### src/ddw_pkg.sv
// package: command word layout, reset values and carrier types for the dual converter front end
package ddw_pkg;

  // ********************************************************
  // command word layout
  // ********************************************************
  localparam int WORD_BITS = 16;
  localparam int CODE_BITS = 12;
  localparam int CHAN_BIT = 15;
  localparam int GAIN_BIT = 13;
  localparam int ACTIVE_BIT = 12;
  localparam int CODE_MSB = 11;
  localparam logic [4:0] BIT_COUNT_FULL = 5'h10;

  // ********************************************************
  // reset values
  // ********************************************************
  localparam logic [11:0] CODE_RESET = 12'h000;
  localparam logic GAIN_N_RESET = 1'h0;
  localparam logic ACTIVE_RESET = 1'h0;
  localparam logic [15:0] WORD_RESET = 16'h0000;

  // ********************************************************
  // carrier types
  // ********************************************************
  typedef struct packed {
    logic gain_select_n;
    logic output_active_bit;
    logic [11:0] channel_code;
  } ddw_chan_t;

  localparam ddw_chan_t CHAN_RESET = '{GAIN_N_RESET, ACTIVE_RESET, CODE_RESET};

  typedef struct packed {
    logic cs_n;
    logic sck;
    logic sdi;
  } ddw_serial_t;

  typedef enum logic [1:0] {ST_IDLE, ST_SHIFT, ST_DONE} ddw_state_t;

endpackage : ddw_pkg

### src/ddw_sync.sv
// module: two-flop synchroniser for one pin input
`timescale 1ns/1ps
`default_nettype none
module ddw_sync (
  // clock and reset
  input wire logic clk_sys,
  input wire logic rst_n,
  input wire logic clk_en,
  // level
  input wire logic din,
  output logic dout
);
  logic meta_reg;

  always_ff @(posedge clk_sys or negedge rst_n) begin
    if (!rst_n) begin
      meta_reg <= 1'h1;
      dout <= 1'h1;
    end else if (clk_en) begin
      meta_reg <= din;
      dout <= meta_reg;
    end
  end
endmodule : ddw_sync
`default_nettype wire

### src/ddw_chan.sv
// module: one channel's input and output latches with shutdown state
`timescale 1ns/1ps
`default_nettype none
module ddw_chan (
  // clock and reset
  input wire logic clk_sys,
  input wire logic rst_n,
  input wire logic clk_en,
  // load and transfer
  input wire logic load,
  input wire ddw_pkg::ddw_chan_t load_val,
  input wire logic transfer,
  input wire logic standby_ok,
  // outputs
  output ddw_pkg::ddw_chan_t out_val,
  output logic out_drive,
  output logic written
);
  ddw_pkg::ddw_chan_t in_reg;

  // ********************************************************
  // input latch
  // ********************************************************
  always_ff @(posedge clk_sys or negedge rst_n) begin
    if (!rst_n) begin
      in_reg <= ddw_pkg::CHAN_RESET;
      written <= 1'h0;
    end else if (clk_en) begin
      if (load) begin
        in_reg <= load_val;
        written <= 1'h1;
      end
    end
  end

  // ********************************************************
  // output latch
  // ********************************************************
  // a load in the transfer cycle is copied at the next edge only if transfer is still asserted; that transfer copies the old value
  always_ff @(posedge clk_sys or negedge rst_n) begin
    if (!rst_n) begin
      out_val <= ddw_pkg::CHAN_RESET;
    end else if (clk_en) begin
      if (transfer && written) begin
        out_val <= in_reg;
      end
    end
  end

  // driven only when active bit latched and standby released
  always_ff @(posedge clk_sys or negedge rst_n) begin
    if (!rst_n) begin
      out_drive <= 1'h0;
    end else if (clk_en) begin
      out_drive <= standby_ok && out_val.output_active_bit;
    end
  end
endmodule : ddw_chan
`default_nettype wire

### src/ddw_top.sv
// module: serial write front end of the dual channel converter
// ********************************************************
// ********************************************************
`timescale 1ns/1ps
`default_nettype none
module ddw_top #(
  parameter bit SINGLE_CHANNEL = 1'b0
) (
  // clock and reset
  input wire logic clk_sys,
  input wire logic rst_n,
  input wire logic clk_en,
  // serial link pins
  input wire ddw_pkg::ddw_serial_t serial_in,
  // control pins
  input wire logic latch_transfer_n,
  input wire logic output_standby_control,
  // channel a output
  output logic [11:0] chan_a_code,
  output logic chan_a_gain_select_n,
  output logic chan_a_drive,
  // channel b output
  output logic [11:0] chan_b_code,
  output logic chan_b_gain_select_n,
  output logic chan_b_drive
);
  // no serial output port exists: the link is write only

  // ********************************************************
  // pin synchronisers
  // ********************************************************
  logic cs_n_s;
  logic sck_s;
  logic sdi_s;
  logic latch_transfer_n_n_s;
  logic stby_s;

  ddw_sync u_sync_cs (.clk_sys(clk_sys), .rst_n(rst_n), .clk_en(clk_en),
    .din(serial_in.cs_n), .dout(cs_n_s));
  ddw_sync u_sync_sck (.clk_sys(clk_sys), .rst_n(rst_n), .clk_en(clk_en),
    .din(serial_in.sck), .dout(sck_s));
  ddw_sync u_sync_sdi (.clk_sys(clk_sys), .rst_n(rst_n), .clk_en(clk_en),
    .din(serial_in.sdi), .dout(sdi_s));
  ddw_sync u_sync_latch_transfer_n (.clk_sys(clk_sys), .rst_n(rst_n), .clk_en(clk_en),
    .din(latch_transfer_n), .dout(latch_transfer_n_n_s));
  ddw_sync u_sync_stby (.clk_sys(clk_sys), .rst_n(rst_n), .clk_en(clk_en),
    .din(output_standby_control), .dout(stby_s));

  // ********************************************************
  // edge detection
  // ********************************************************
  logic sck_d_reg;
  logic cs_n_d_reg;

  always_ff @(posedge clk_sys or negedge rst_n) begin
    if (!rst_n) begin
      sck_d_reg <= 1'h1;
      cs_n_d_reg <= 1'h1;
    end else if (clk_en) begin
      sck_d_reg <= sck_s;
      cs_n_d_reg <= cs_n_s;
    end
  end

  // mode 0,0 and 1,1 both sample on the rise; idle level does not matter
  logic sck_rise;
  logic cs_rise;
  assign sck_rise = sck_s && !sck_d_reg;
  assign cs_rise = cs_n_s && !cs_n_d_reg;

  // ********************************************************
  // shift register and bit counter
  // ********************************************************
  ddw_pkg::ddw_state_t state_reg;
  logic [15:0] shift_reg;
  logic [4:0] count_reg;

  always_ff @(posedge clk_sys or negedge rst_n) begin
    if (!rst_n) begin
      state_reg <= ddw_pkg::ST_IDLE;
    end else if (clk_en) begin
      case (state_reg)
        ddw_pkg::ST_IDLE: begin
          if (!cs_n_s) begin
            state_reg <= ddw_pkg::ST_SHIFT;
          end
        end
        ddw_pkg::ST_SHIFT: begin
          if (cs_n_s) begin
            state_reg <= ddw_pkg::ST_IDLE;
          end else if (sck_rise && count_reg == ddw_pkg::BIT_COUNT_FULL - 5'h01) begin
            state_reg <= ddw_pkg::ST_DONE;
          end
        end
        ddw_pkg::ST_DONE: begin
          if (cs_n_s) begin
            state_reg <= ddw_pkg::ST_IDLE;
          end
        end
        default: begin
          state_reg <= ddw_pkg::ST_IDLE;
        end
      endcase
    end
  end

  // shifting runs regardless of shutdown so a write can wake outputs
  always_ff @(posedge clk_sys or negedge rst_n) begin
    if (!rst_n) begin
      shift_reg <= ddw_pkg::WORD_RESET;
      count_reg <= 5'h00;
    end else if (clk_en) begin
      if (cs_n_s) begin
        count_reg <= 5'h00;
      end else if (sck_rise && state_reg == ddw_pkg::ST_SHIFT) begin
        shift_reg <= {shift_reg[14:0], sdi_s};
        count_reg <= count_reg + 5'h01;
      end
      // clocks after the sixteenth fall in ST_DONE and change nothing
    end
  end

  // ********************************************************
  // word decode
  // ********************************************************
  logic word_done;
  logic load_a;
  logic load_b;
  ddw_pkg::ddw_chan_t load_val;

  // the word counts only if sixteen clocks came before the select rise
  assign word_done = cs_rise && state_reg == ddw_pkg::ST_DONE;
  assign load_a = word_done && !shift_reg[ddw_pkg::CHAN_BIT];
  assign load_b = word_done && shift_reg[ddw_pkg::CHAN_BIT] && !SINGLE_CHANNEL;
  assign load_val.gain_select_n = shift_reg[ddw_pkg::GAIN_BIT];
  assign load_val.output_active_bit = shift_reg[ddw_pkg::ACTIVE_BIT];
  assign load_val.channel_code = shift_reg[ddw_pkg::CODE_MSB:0];

  // ********************************************************
  // latch transfer and standby
  // ********************************************************
  logic transfer;
  logic standby_ok;

  // level low transfers; tied low, it fires the cycle after each load
  assign transfer = !latch_transfer_n_n_s;
  // the dual variant has no standby pin; it is ignored there
  assign standby_ok = SINGLE_CHANNEL ? stby_s : 1'b1;

  ddw_pkg::ddw_chan_t out_a;
  ddw_pkg::ddw_chan_t out_b;

  ddw_chan u_chan_a (
    .clk_sys(clk_sys),
    .rst_n(rst_n),
    .clk_en(clk_en),
    .load(load_a),
    .load_val(load_val),
    .transfer(transfer),
    .standby_ok(standby_ok),
    .out_val(out_a),
    .out_drive(chan_a_drive),
    .written()
  );

  ddw_chan u_chan_b (
    .clk_sys(clk_sys),
    .rst_n(rst_n),
    .clk_en(clk_en),
    .load(load_b),
    .load_val(load_val),
    .transfer(transfer),
    .standby_ok(standby_ok),
    .out_val(out_b),
    .out_drive(chan_b_drive),
    .written()
  );

  assign chan_a_code = out_a.channel_code;
  assign chan_a_gain_select_n = out_a.gain_select_n;
  assign chan_b_code = out_b.channel_code;
  assign chan_b_gain_select_n = out_b.gain_select_n;
endmodule : ddw_top
`default_nettype wire

### config.mk
export PLATFORM = sky130hd
export DESIGN_NAME = ddw_top
export DESIGN_NICKNAME = d
export VERILOG_FILES = /design/src/ddw_pkg.sv /design/src/ddw_sync.sv /design/src/ddw_chan.sv /design/src/ddw_top.sv
export SDC_FILE = /design/constraint.sdc
export NUM_CORES = 1
export LEC_CHECK = 0
export BUFFER_PORTS_ARGS = -buffer_cell sky130_fd_sc_hd__buf_2
export CAP_MARGIN = 20
export CORE_MARGIN = 8
export CORE_UTILIZATION = 35
export DETAILED_ROUTE_END_ITERATION = 6
export SYNTH_ARGS = -nofsm -noshare
export SYNTH_HDL_FRONTEND = slang
export SYNTH_HIERARCHICAL = 1
export SYNTH_SLANG_ARGS = --single-unit
### constraint.sdc
create_clock -name clk_sys -period 3.3 [get_ports clk_sys]
set_input_delay 0.165 -clock clk_sys [delete_from_list [all_inputs] [get_ports clk_sys]]
set_output_delay 0.165 -clock clk_sys [all_outputs]
set_load 0.01 [all_outputs]
==> results of run 1 <==
synthesized netlist by cell type (2+ instances only):
| library cell | count | area share, % |
|---|---|---|
| o2bb2ai_1 | 2 | 0.45 |
| nand2b_1 | 2 | 0.32 |
| a21oi_1 | 2 | 0.26 |
| nand3_1 | 3 | 0.39 |
| and2b_2 | 2 | 0.45 |
| dfrtp_1 | 83 | 54 |
| nand2_2 | 2 | 0.32 |
| mux2_2 | 36 | 10 |
| nand3_2 | 2 | 0.52 |
| mux2_4 | 46 | 18 |
| buf_6 | 6 | 1.7 |
| inv_1 | 7 | 0.68 |
| ha_1 | 2 | 0.65 |
| o21ai_0 | 4 | 0.52 |
| dfstp_2 | 10 | 6.8 |
power groups by stage:
stage / Combinational (mW) / Clock, mW / Sequential, mW
2_1_floorplan: 0.0979 / 0 / 1.25
3_3_place_gp: 0.124 / 0 / 1.26
3_5_place_dp: 0.129 / 0 / 1.27
4_1_cts: 0.130 / 0.816 / 1.24
5_1_grt: 0.143 / 0.851 / 1.25
6_report: 0.127 / 0.775 / 1.24
layout make-up:
type                    count  area (µm²)  area share, %
flip-flops and latches     93        2340          53.61
multi-input cells         121        1409          32.28
repair buffers             38       205.2          4.702
well taps                 140       175.2          4.014
clock buffers              10       137.6          3.154
clock inverters             6       71.32          1.634
inverters                   7       26.28         0.6021
worst paths after layout:
kind                                       endpoint  slack, ps  cells after the start
worst max register to register   u_chan_a/in_reg[5]       1460                      4
worst min register to register  u_chan_a/out_val[7]        500                      1
min in group asynchronous       u_chan_b/out_val[1]        510                      2
max in group asynchronous                cs_n_d_reg       2000                      3
worst min-delay path             u_sync_cs/meta_reg         40                      2
worst max-delay path             u_chan_a/in_reg[5]       1460                      4
critical path: stages (launching register included):
cell	delay (ps)
dfrtp_1	420
and2b_2	240
nor4bb_1	320
nand2_2	360
mux2_4	410
cells by family after synthesis:
logic type,count (synthesis),share of synthesized area (%)
DFF,93,60.56
muxes,82,28.37
and+or+nand+nor,19,4.275
AOI/OAI and AO/OA,15,2.753
buffers and inverters,15,3.076
adders and majority gates,2,0.6476
other,1,0.09706
xor gates and xnor gates,1,0.2267
metal layers:
metal,GRT usage (%),vias up
met5,0,-
met4,3.747,0
met3,3.537,11
met2,12.88,31
met1,12.72,983
li1,-,897
metrics by stage:
stage                     hold slack, ps  std cells  worst slack (ps)  cell area, µm²
after global routing               6.598        415              1340            4364
after floorplan                   -130.6        229              1627            3867
after detailed placement           379.5        398              1437            4145
after CTS                          14.03        415              1420            4364
final                              39.73        415              1457            4364
after global placement             366.9        398              1474            4145
repair_timing:
action	4_1_cts	5_1_grt
hold buffers	1	0
hold endpoints to repair	71	0
resized for setup	0	0
==> impl.org, run 1 <==
** STA
- At the pin with the least slew margin, the transition time is roughly 960 ps.
- Setup violations remaining at the end of the flow were counted as 0.
- Final count of pins violating max slew :: 0
- RSZ-0062 raised after global routing :: no
- After routing, the total negative slack on setup checks comes to 0 ps.
- The worst path uses 55.86% of the clock period.
- Static timing analysis puts the maximum clock frequency at 0.5425 GHz.
- Worst slew margin :: 35.81%
- The number of endpoints with negative hold slack in the final report came to 0.
- For the final database, setup skew stands at 10.93 ps.
- Counting I/O delays and the setup requirement, the final critical path takes ~1800 ps.

** Yosys
- Of the synthesized area, sequential elements account for 60.56%.
- A synthesized cell averages approximately 17 µm².
- For this run, the number of Yosys warnings is 6.
- Synthesis produced a netlist whose cell count is 228.
- The synthesized netlist contains 34 unique library cells.
- Synthesis inferred between 90 and 100 register bits.
- Of all flip-flops after synthesis, the portion carrying an async set or reset was 100.0%.
- Number of enable-type register cells in the synthesized netlist :: 0
- Synth Flop Type :: dfrtp_1
- The synthesized netlist occupies a cell area of about 0.0039 mm².

** Final layout
- Total of fill cells in the finished design :: 997
- After the last flow step, the layout net total stands at 280.
- The library cell used most frequently in the layout, excluding fill and tap cells, is dfrtp_1.
- Share of the core filled with cells in the final layout :: between 40 and 50%
- The repair_antennas step left the layout with diodes totalling 0.
- P&R area growth vs syn :: 12.95%
- Max reg flops :: 16
- The top cell types in the final layout, fill and taps aside, are 83 x dfrtp_1, 46 x mux2_4, 36 x mux2_2, 33 x buf_2.
- The post-route netlist has 56.00% of its cells at a drive strength greater than 1.

** GRT
- Vias in the first global route :: between 2000 and 2500
- Global routing used under 10% of the available tracks across all layers.
- Overflow left after global routing :: 0
- Entering global routing, the biggest net connects 78 pins.
- First-pass GRT wire length :: 10610 µm
- The number of antenna violations at the first check in global routing was 0.

** Pwr
- Net switching is 23.53% of the power.
- Lkg Pwr :: 2.320 nW
- Combinational cell fraction of total power :: 5.9%
- Worst IR Drop VDD :: 0.0002213 V
- Summed over all nets, the switching power comes to 0.5046 mW.
- Share of power burned in the clock network :: between 30% and 40%
- Registers are responsible for a little under 60% of the overall power.
- Power spread over the standard cell area amounts to ~490 mW/mm².
- Internal power :: roughly 1.6 mW
- Post-layout power :: 2.144 mW

** Clocking
- Root buffer selected by CTS :: clkbuf_8
- Count of clock tree sinks :: 93
- Clock transition at the registers of the reported paths :: 90 ps
- Latest clock arrival within the worst-skew pair :: about 360 ps
- Number of buffers inserted to repair setup after CTS :: 0
- CTS tree :: done
- CTS H-tree depth :: 3
- TritonCTS created 9 clock buffers.
- Worst-case clock buffer depth :: 2

** Worst setup path
- Worst setup startpoint :: state_reg[0]
- At the worst endpoint, the required time is 3550 ps.
- The startpoint identified for the worst register-to-register timing path is state_reg[0].
- Crit. End Element :: register
- Critical path peak fanout :: 15
- Data arrival time of the critical path :: 2090 ps
- The critical path is of the register to register type.
- Worst Setup Start Kind :: register

** Floorplanning
- I/O pin count :: 36
- Width of the die :: 121.1 µm
- Die Area :: 0.01466 mm²
- Std-Cell Core Area :: roughly 0.011 mm²
- Die height :: 121.1 µm
- The floorplan has 38 rows.
- For this configuration, the core starts out at a cell density of 35.80%.

** Flow run
- Count of max-cap constraint violations :: 0

** Route
- Antenna viol nets, final :: 0
- Routed via count :: 1922
- After the first detailed-routing iteration, the DRC count stood at 132.
- DRC violations left :: 0
- Detailed-router iteration count before antenna repair :: 4
- Uppermost signal routing layer after detailed routing :: met4
- Sum of routed wire length over all layers :: 6279 µm
- Wire per inst :: ~15 µm
- For this block, wires on met1 add up to 3084 µm.
- The routed design uses roughly 350 µm of met3 wire.
- WL met2 :: 2759 µm
- In the routed layout, each cell is associated on average with a via count of approximately 4.6.

** Placed design
- The congestion estimate from routability-driven global placement came to around 0.66.
- Post-DP HPWL :: 4021 µm
- Number of buffers inserted by port buffering :: 34

** Worst hold path
- The worst hold path belongs to the class input port to register.
- In this run the most critical hold path is launched from serial_in[2].

** Status
- Result of the run :: complete, no violations
Power figures use the tool's default switching activity.
==> inputs of run 2 (changes only) <==
==> constraint.sdc (replaced) <==
create_clock -name clk_sys -period 1.8 [get_ports clk_sys]
set_input_delay 0.09 -clock clk_sys [delete_from_list [all_inputs] [get_ports clk_sys]]
set_output_delay 0.09 -clock clk_sys [all_outputs]
set_load 0.01 [all_outputs]
==> run 2 against run 1 <==
Compared with the run above:
- design area is 3.3% higher
- worst setup slack worse by 1300 ps
- die area unchanged
- via count rose by 1.5%
- flip-flop and latch count unchanged
- wire length increased by 0.33%
- sequential share of layout area shrank 1.7 points
- combinational power grew 110%
- first-iteration DRC count shrank 46%
- critical path type unchanged
- highest routed layer unchanged
==> impl.org, run 2 (synthesized netlist as in run 1, its figures left out) <==
** Status
- Result of the run: complete, no violations (unchanged).

** STA
- Min cycle time layout :: 1685 ps (was 1843 ps)
- The number of endpoints failing setup at the final stage came to 0 (unchanged).
- Final count of pins violating max slew :: 0 (unchanged)
- RSZ-0062 raised after global routing :: no (unchanged)
- Max Freq :: 0.5933 GHz (was 0.5425 GHz)
- The number of endpoints with negative hold slack in the final report was 0 (unchanged).
- Post-route fraction of the period consumed by the critical path :: 93.64% (was 55.86%)
- The clock skew came to 11.77 ps (was 10.93 ps).
- The worst-margin pin slew is 500.3 ps (was 962.9 ps).
- The worst relative slew slack came to 66.61% (was 35.81%).
- TNS Setup :: 0 ps (unchanged)
- The tightest hold margin was 180.8 ps (was 39.73 ps).

** Placed design
- Number of buffers inserted by port buffering :: 34 (unchanged)
- Cell area reported after detailed placement :: 0.004248 mm² (was 0.004145 mm²)
- The routability congestion estimate from global placement came to 0.7018 (was 0.6627).
- Placed instance count :: 405 (was 398)
- The detailed placer's ending HPWL came to 4293 µm (was 4021 µm).

** GRT
- Total global routing track utilization :: 9.415% (was 9.303%)
- The wire length of the first global-routing pass is 10810 µm (was 10610 µm).
- Largest net degree at the start of global routing :: 39 (was 78)
- Number of antenna violations at the first check in global routing :: 0 (unchanged)
- The via count of the first global-routing pass was 2062 (was 2019).
- Overflow left after global routing :: 0 (unchanged)

** Route
- Detailed-router iteration count before antenna repair :: 4 (unchanged)
- Routed via count :: 1951 (was 1922)
- Violation count after the first detailed-route iteration :: 71 (was 132)
- Detail-routed via count per cell :: 4.569 (was 4.631)
- DRC violations left :: 0 (unchanged)
- Antenna viol nets, final :: 0 (unchanged)
- Wire per inst :: 14.75 µm (was 15.13 µm)
- The final wirelength came to 6300 µm (was 6279 µm).

** Worst setup path
- Startpoint of the worst register-to-register path :: count_reg[1] (was state_reg[0])
- Startpoint-to-endpoint class of the critical path :: register to register (unchanged)
- Worst setup startpoint :: count_reg[1] (was state_reg[0])
- Critical path peak fanout :: 3 (was 15)
- Worst Setup Start Kind :: register (unchanged)
- The delay of the slowest cell on the worst path was 410 ps (was 420 ps).
- Data arrival time of the critical path :: 1960 ps (was 2090 ps)
- The depth of the worst register-to-register path was 6 (was 4).
- The destination of the worst register-to-register timing path is state_reg[0] (was u_chan_a/in_reg[5]).
- Setup slack of the worst register-to-register path :: 110 ps (was 1460 ps)
- Highest-delay cell along the critical path :: dfrtp_1 (unchanged)
- Cell-by-cell listing of the critical path :: ha_2 -> and3_1 -> ha_1 -> and3b_1 -> a2111o_1 -> o21ai_0 (was and2b_2 -> nor4bb_1 -> nand2_2 -> mux2_4)
- The capture point of the critical path is state_reg[0] (was u_chan_a/in_reg[5]).
- The critical path capture point type is a register (unchanged).
- Critical path required time :: 2070 ps (was 3550 ps)

** Clocking
- The total CTS buffers came to 9 (unchanged).
- Worst-case clock buffer depth :: 2 (unchanged)
- Latest clock arrival within the worst-skew pair :: 350 ps (was 360 ps)
- Root buffer selected by CTS :: clkbuf_8 (unchanged)
- Clock transition at the registers of the reported paths :: 100 ps (was 90 ps)
- The clock sink count is 93 (unchanged).
- The number of H-tree levels was 3 (unchanged).
- CTS tree :: done (unchanged)

** Pwr
- The power per cell area was 869.4 mW/mm² (was 491.3 mW/mm²).
- Internal power :: 2.998 mW (was 1.639 mW)
- The part of the total power dissipated in sequential elements was 58.0% (about the same).
- Lkg Pwr :: 2.388 nW (was 2.320 nW)
- The fraction of power consumed by combinational cells came to 6.9% (was 5.9%).
- Share of power burned in the clock network :: 35.1% (was 36.1%)
- The switching share of power is 23.49% (was 23.53%).
- The peak ir drop on the vdd network was 0.0003487 V (was 0.0002213 V).
- The switching power of the nets is 0.9205 mW (was 0.5046 mW).
- The total power was 3.918 mW (was 2.144 mW).

** Floorplanning
- The floorplan core area came to 0.01079 mm² (unchanged).
- I/O pin count :: 36 (unchanged)
- The starting utilization of the core area is 35.80% (unchanged).
- The die boundary height came to 121.1 µm (unchanged).
- Core Rows :: 38 (unchanged)
- The die width was 121.1 µm (unchanged).
- The die area is 0.01466 mm² (unchanged).

** Flow run
- The max-cap violation count is 0 (unchanged).

** Final layout
- Final design instance area without fill :: 0.004507 mm² (was 0.004364 mm²)
- Commonest non-fill, non-tap cells in the layout: 83 x dfrtp_1, 46 x mux2_4, 36 x mux2_2, 33 x buf_2, 10 x dfstp_2 (was 83 x dfrtp_1, 46 x mux2_4, 36 x mux2_2, 33 x buf_2).
- Post-route non-filler standard cell count :: 427 (was 415)
- P&R area growth vs syn :: 16.65% (was 12.95%)
- The flip-flop count of the largest register after layout came to 16 (unchanged).
- The number of nets in the finished design was 292 (was 280).
- The ratio of cells with drive above 1 in the final layout is 56.45% (was 56.00%).
- The most common library cell in the layout ignoring fill and taps is dfrtp_1 (unchanged).
- Number of diodes :: 0 (unchanged)

** Worst hold path
- Type of the worst min-delay path :: input port to asynchronous set/reset pin (was input port to register)
[run 2: repair_timing]
item / in CTS / in global routing
setup endpoints to repair: 0 / 1
buffers inserted: 0 / 1
hold buffers: 5 / 0
endpoints found under the hold margin: 67 / 0
resized for setup: 0 / 1
[run 2: routing by layer]
| layer | share of wire, % | up-vias | track usage, % |
|---|---|---|---|
| met2 | 47 | 35 | 14.20 |
| li1 | - | 918 | - |
| met5 | 0 | - | 0 |
| met3 | 5.6 | 6 | 3.164 |
| met4 | 0.81 | 0 | 4.215 |
| met1 | 47 | 992 | 12.00 |
[run 2: power by group through the flow]
stage | clock [mW] | sequential, mW | combinational, mW
2_1_floorplan | 0 | 2.29 | 0.179
3_3_place_gp | 0 | 2.31 | 0.243
3_5_place_dp | 0 | 2.31 | 0.253
4_1_cts | 1.45 | 2.27 | 0.261
5_1_grt | 1.52 | 2.29 | 0.301
6_report | 1.37 | 2.27 | 0.270
[run 2: through the flow]
step	util, %	worst slack, ps
global placement	39.36	100.7
CTS	41.66	56.67
detailed placement	39.36	77.10
floorplan	-	127.1
finish	41.76	114.5
global route	41.76	4.633
[run 2: layout make-up]
type                            count  area, µm²
Clock inverter                      6      71.32
Multi-Input combinational cell    121       1411
Timing Repair Buffer               50      355.3
Fill cell                         983       6286
Inverter                            7      26.28
Clock buffer                       10      127.6
Sequential cell                    93       2340
Tap cell                          140      175.2
[run 2: critical path, delay by kind of cell, from the launching register on]
kind	cells	cell delay, ps
simple gates	2	370
flops	1	410
compound gates	2	460
fa+ha+maj	2	370
[run 2: worst min-delay path by stage]
| stage | cells past startpoint | slack [ps] | to |
|---|---|---|---|
| CTS | 2 | 170 | u_chan_a/out_val[1] |
| detailed placement | 1 | 30 | u_chan_a/out_val[1] |
| finish | 2 | 180 | u_chan_a/out_val[2] |
| global route | 2 | 200 | u_chan_a/in_reg[2] |
| floorplan | 0 | -210 | count_reg[0] |
| global placement | 1 | 30 | u_chan_a/out_val[1] |
==> inputs of run 3 (changes only) <==
--- a/config.mk
+++ b/config.mk
@@ -7,9 +7,9 @@
 export LEC_CHECK = 0
 export BUFFER_PORTS_ARGS = -buffer_cell sky130_fd_sc_hd__buf_2
 export CAP_MARGIN = 20
-export CORE_MARGIN = 8
 export CORE_UTILIZATION = 35
 export DETAILED_ROUTE_END_ITERATION = 6
+export SETUP_SLACK_MARGIN = 0.2
 export SYNTH_ARGS = -nofsm -noshare
 export SYNTH_HDL_FRONTEND = slang
 export SYNTH_HIERARCHICAL = 1
==> run 3 against run 2 <==
Compared with the run above:
- maximum frequency up 5.0%
- die area decreased by 22%
- worst hold slack gained 19 ps
- critical path type unchanged
- critical endpoint is now u_chan_a/in_reg[6]
- sequential power is essentially flat
- register-to-register slack better by 80 ps
==> impl.org, run 3 (synthesized netlist as in run 1, its figures left out) <==
** Placed design
- The routability congestion estimate from global placement is 0.6837 (was 0.7018).
- The cell area after placement came to 0.004245 mm² (was 0.004248 mm²).
- Post-DP HPWL :: 4236 µm (was 4293 µm)
- Placed instance count :: 399 (was 405)
- The number of input and output port buffers inserted came to 34 (unchanged).

** Pwr
- Internal power :: 2.902 mW (was 2.998 mW)
- Switching pwr :: 1.009 mW (was 0.9205 mW)
- The clock network fraction of design power was 34.0% (was 35.1%).
- Part of the total power dissipated in sequential elements :: 58.0% (about the same)
- Worst IR Drop VDD :: 0.0005009 V (was 0.0003487 V)
- The switching share of power was 25.79% (was 23.49%).
- Post-layout power :: 3.911 mW (was 3.918 mW)
- Power per cell area :: 840.5 mW/mm² (was 869.4 mW/mm²)
- The fraction of power consumed by combinational cells was 8.0% (was 6.9%).
- The leakage dissipation is 2.473 nW (was 2.388 nW).

** Worst setup path
- Startpoint of the worst register-to-register path :: u_sync_cs/dout (was count_reg[1])
- Crit. End Element :: register (unchanged)
- The type of origin of the critical path is a register (unchanged).
- The data arrival time of the critical path is 1860 ps (was 1960 ps).
- Worst setup startpoint :: u_sync_cs/dout (was count_reg[1])
- The class of the most critical setup path was register to register (unchanged).
- The data required time of the worst path is 2060 ps (was 2070 ps).
- Critical path peak fanout :: 7 (was 3)

** Final layout
- Final design instance area without fill :: 0.004653 mm² (was 0.004507 mm²)
- The number of fill cells in the layout was 952 (was 983).
- The count of non-filler cells in the finished layout came to 432 (was 427).
- The ratio of cells with drive above 1 in the final layout is 59.46% (was 56.45%).
- The growth of design area from synthesis to finish is 20.43% (was 16.65%).
- Commonest non-fill, non-tap cells in the layout :: 83 x dfrtp_1, 48 x mux2_4, 34 x mux2_2, 33 x buf_2, 14 x buf_4 (was 83 x dfrtp_1, 46 x mux2_4, 36 x mux2_2, 33 x buf_2, 10 x dfstp_2)
- Leading cell type in the layout, fill and taps excluded :: dfrtp_1 (unchanged)
- Layout Nets :: 301 (was 292)
- The flip-flop count of the largest register after layout came to 16 (unchanged).
- Number of diodes :: 0 (unchanged)

** Floorplanning
- The floorplan core area is 0.01051 mm² (was 0.01079 mm²).
- I/O pin count :: 36 (unchanged)
- Die height :: 107.1 µm (was 121.1 µm)
- The die width came to 107.1 µm (was 121.1 µm).
- The cell row count is 37 (was 38).
- The die area was 0.01146 mm² (was 0.01466 mm²).
- The starting utilization of the core area came to 36.77% (was 35.80%).

** Route
- DRC violations left :: 0 (unchanged)
- Violation count after the first detailed-route iteration :: 51 (was 71)
- The total via count after detailed routing was 2033 (was 1951).
- The per-cell via count in the routed design was 4.706 (was 4.569).
- Sum of routed wire length over all layers :: 6814 µm (was 6300 µm)
- Detailed-router iteration count before antenna repair :: 4 (unchanged)
- The routed wirelength normalized by instance count was 15.77 µm (was 14.75 µm).
- Antenna viol nets, final :: 0 (unchanged)

** Worst hold path
- Type of the worst min-delay path :: input port to register (was input port to asynchronous set/reset pin)
- Launch point of the worst hold path :: clk_en

** GRT
- Number of antenna violations at the first check in global routing :: 0 (unchanged)
- The wire length of the first global-routing pass is 11200 µm (was 10810 µm).
- Largest net degree at the start of global routing :: 46 (was 39)
- Overflow left after global routing :: 0 (unchanged)
- Total global routing track utilization :: 12.92% (was 9.415%)
- The via count of the first global-routing pass was 2184 (was 2062).

** Clocking
- TritonCTS Buffers :: 9 (unchanged)
- Count of clock tree sinks :: 93 (unchanged)
- Worst-case clock buffer depth :: 2 (unchanged)
- Clock transition at the registers of the reported paths :: 100 ps (about the same)
- Latest clock arrival within the worst-skew pair :: 360 ps (was 350 ps)
- CTS tree :: done (unchanged)
- The number of H-tree levels was 3 (unchanged).
- Root buffer selected by CTS :: clkbuf_8 (unchanged)

** STA
- RSZ-0062 raised after global routing: yes (was no).
- Post-route fraction of the period consumed by the critical path :: 89.21% (was 93.64%)
- Clock skew after layout :: 13.34 ps (was 11.77 ps)
- The final max-slew violation count came to 0 (unchanged).
- TNS Setup :: 0 ps (unchanged)
- Max Freq :: 0.6228 GHz (was 0.5933 GHz)
- The tightest hold margin was 199.7 ps (was 180.8 ps).
- The minimum period implied by the final worst setup slack came to 1606 ps (was 1685 ps).
- The number of endpoints failing setup at the final stage came to 0 (unchanged).
- Final-report hold violation count :: 0 (unchanged)
- Pin slew with the least headroom to its limit :: 568.0 ps (was 500.3 ps)
- The worst relative slew slack came to 62.13% (was 66.61%).

** Flow run
- The max-cap violation count came to 0 (unchanged).

** Status
- Result of the run: complete, no violations (unchanged).
## run 3: cell count changes in the layout (fill, tap and decap cells not counted), moves of 2 or more
| cell | before | now |
|---|---|---|
| inv_6 | 2 | 0 |
| clkbuf_16 | 0 | 2 |
| inv_8 | 0 | 3 |
| buf_4 | 8 | 14 |
| mux2_4 | 46 | 48 |
| mux2_2 | 36 | 34 |
## run 3: area by class of cell
type | count | area, µm² | share of cell area [%]
Clock buffer | 9 | 123.9 | 2.662
Clock inverter | 7 | 66.31 | 1.425
Inverter | 7 | 26.28 | 0.5647
Multi-Input combinational cell | 121 | 1456 | 31.30
Sequential cell | 93 | 2340 | 50.28
Tap cell | 136 | 170.2 | 3.657
Timing Repair Buffer | 59 | 470.5 | 10.11
## run 3: final timing paths
kind,end,slack (ps),cells past startpoint
min reg2reg,u_chan_a/written,500,1
max,u_chan_a/in_reg[6],190,4
min,count_reg[2],200,2
max reg2reg,u_chan_a/in_reg[6],190,4
min in group asynchronous,u_chan_a/out_val[3],260,2
max in group asynchronous,u_sync_latch_transfer_n/dout,880,3
## run 3: metrics by stage
| stage | util [%] | setup slack [ps] |
|---|---|---|
| global placement | 40.40 | 140.3 |
| CTS | 43.04 | 131.7 |
| global route | 44.28 | 129.4 |
| finish | 44.28 | 194.3 |
| detailed placement | 40.40 | 91.50 |
| floorplan | - | 200.7 |
## run 3: critical path: stages (launching register included)
cell and delay (ps):
dfstp_2 570, nor4bb_4 300, nand2_2 140, clkbuf_16 200, mux2_4 290
## run 3: power by group through the flow
stage,logic [mW],clock network (mW),registers (mW)
2_1_floorplan,0.184,0,2.29
3_3_place_gp,0.252,0,2.31
3_5_place_dp,0.263,0,2.32
4_1_cts,0.302,1.39,2.27
5_1_grt,0.354,1.46,2.28
6_report,0.314,1.33,2.27
## run 3: layer usage
metal | vias to the layer above | part of all wire [%] | track usage [%]
li1 | 939 | - | -
met1 | 1054 | 47 | 16.77
met2 | 33 | 49 | 20.51
met3 | 7 | 2.8 | 3.891
met4 | 0 | 1.3 | 4.403
met5 | - | 0 | 0
## run 3: what timing repair did
item | CTS | global route
buffers inserted | 5 | 5
endpoints found under the setup margin | 42 | 37
pin swaps | 2 | 3
gates cloned | 0 | 2
gates resized for setup | 2 | 6
hold buffers | 5 | 0
endpoints found under the hold margin | 45 | 0
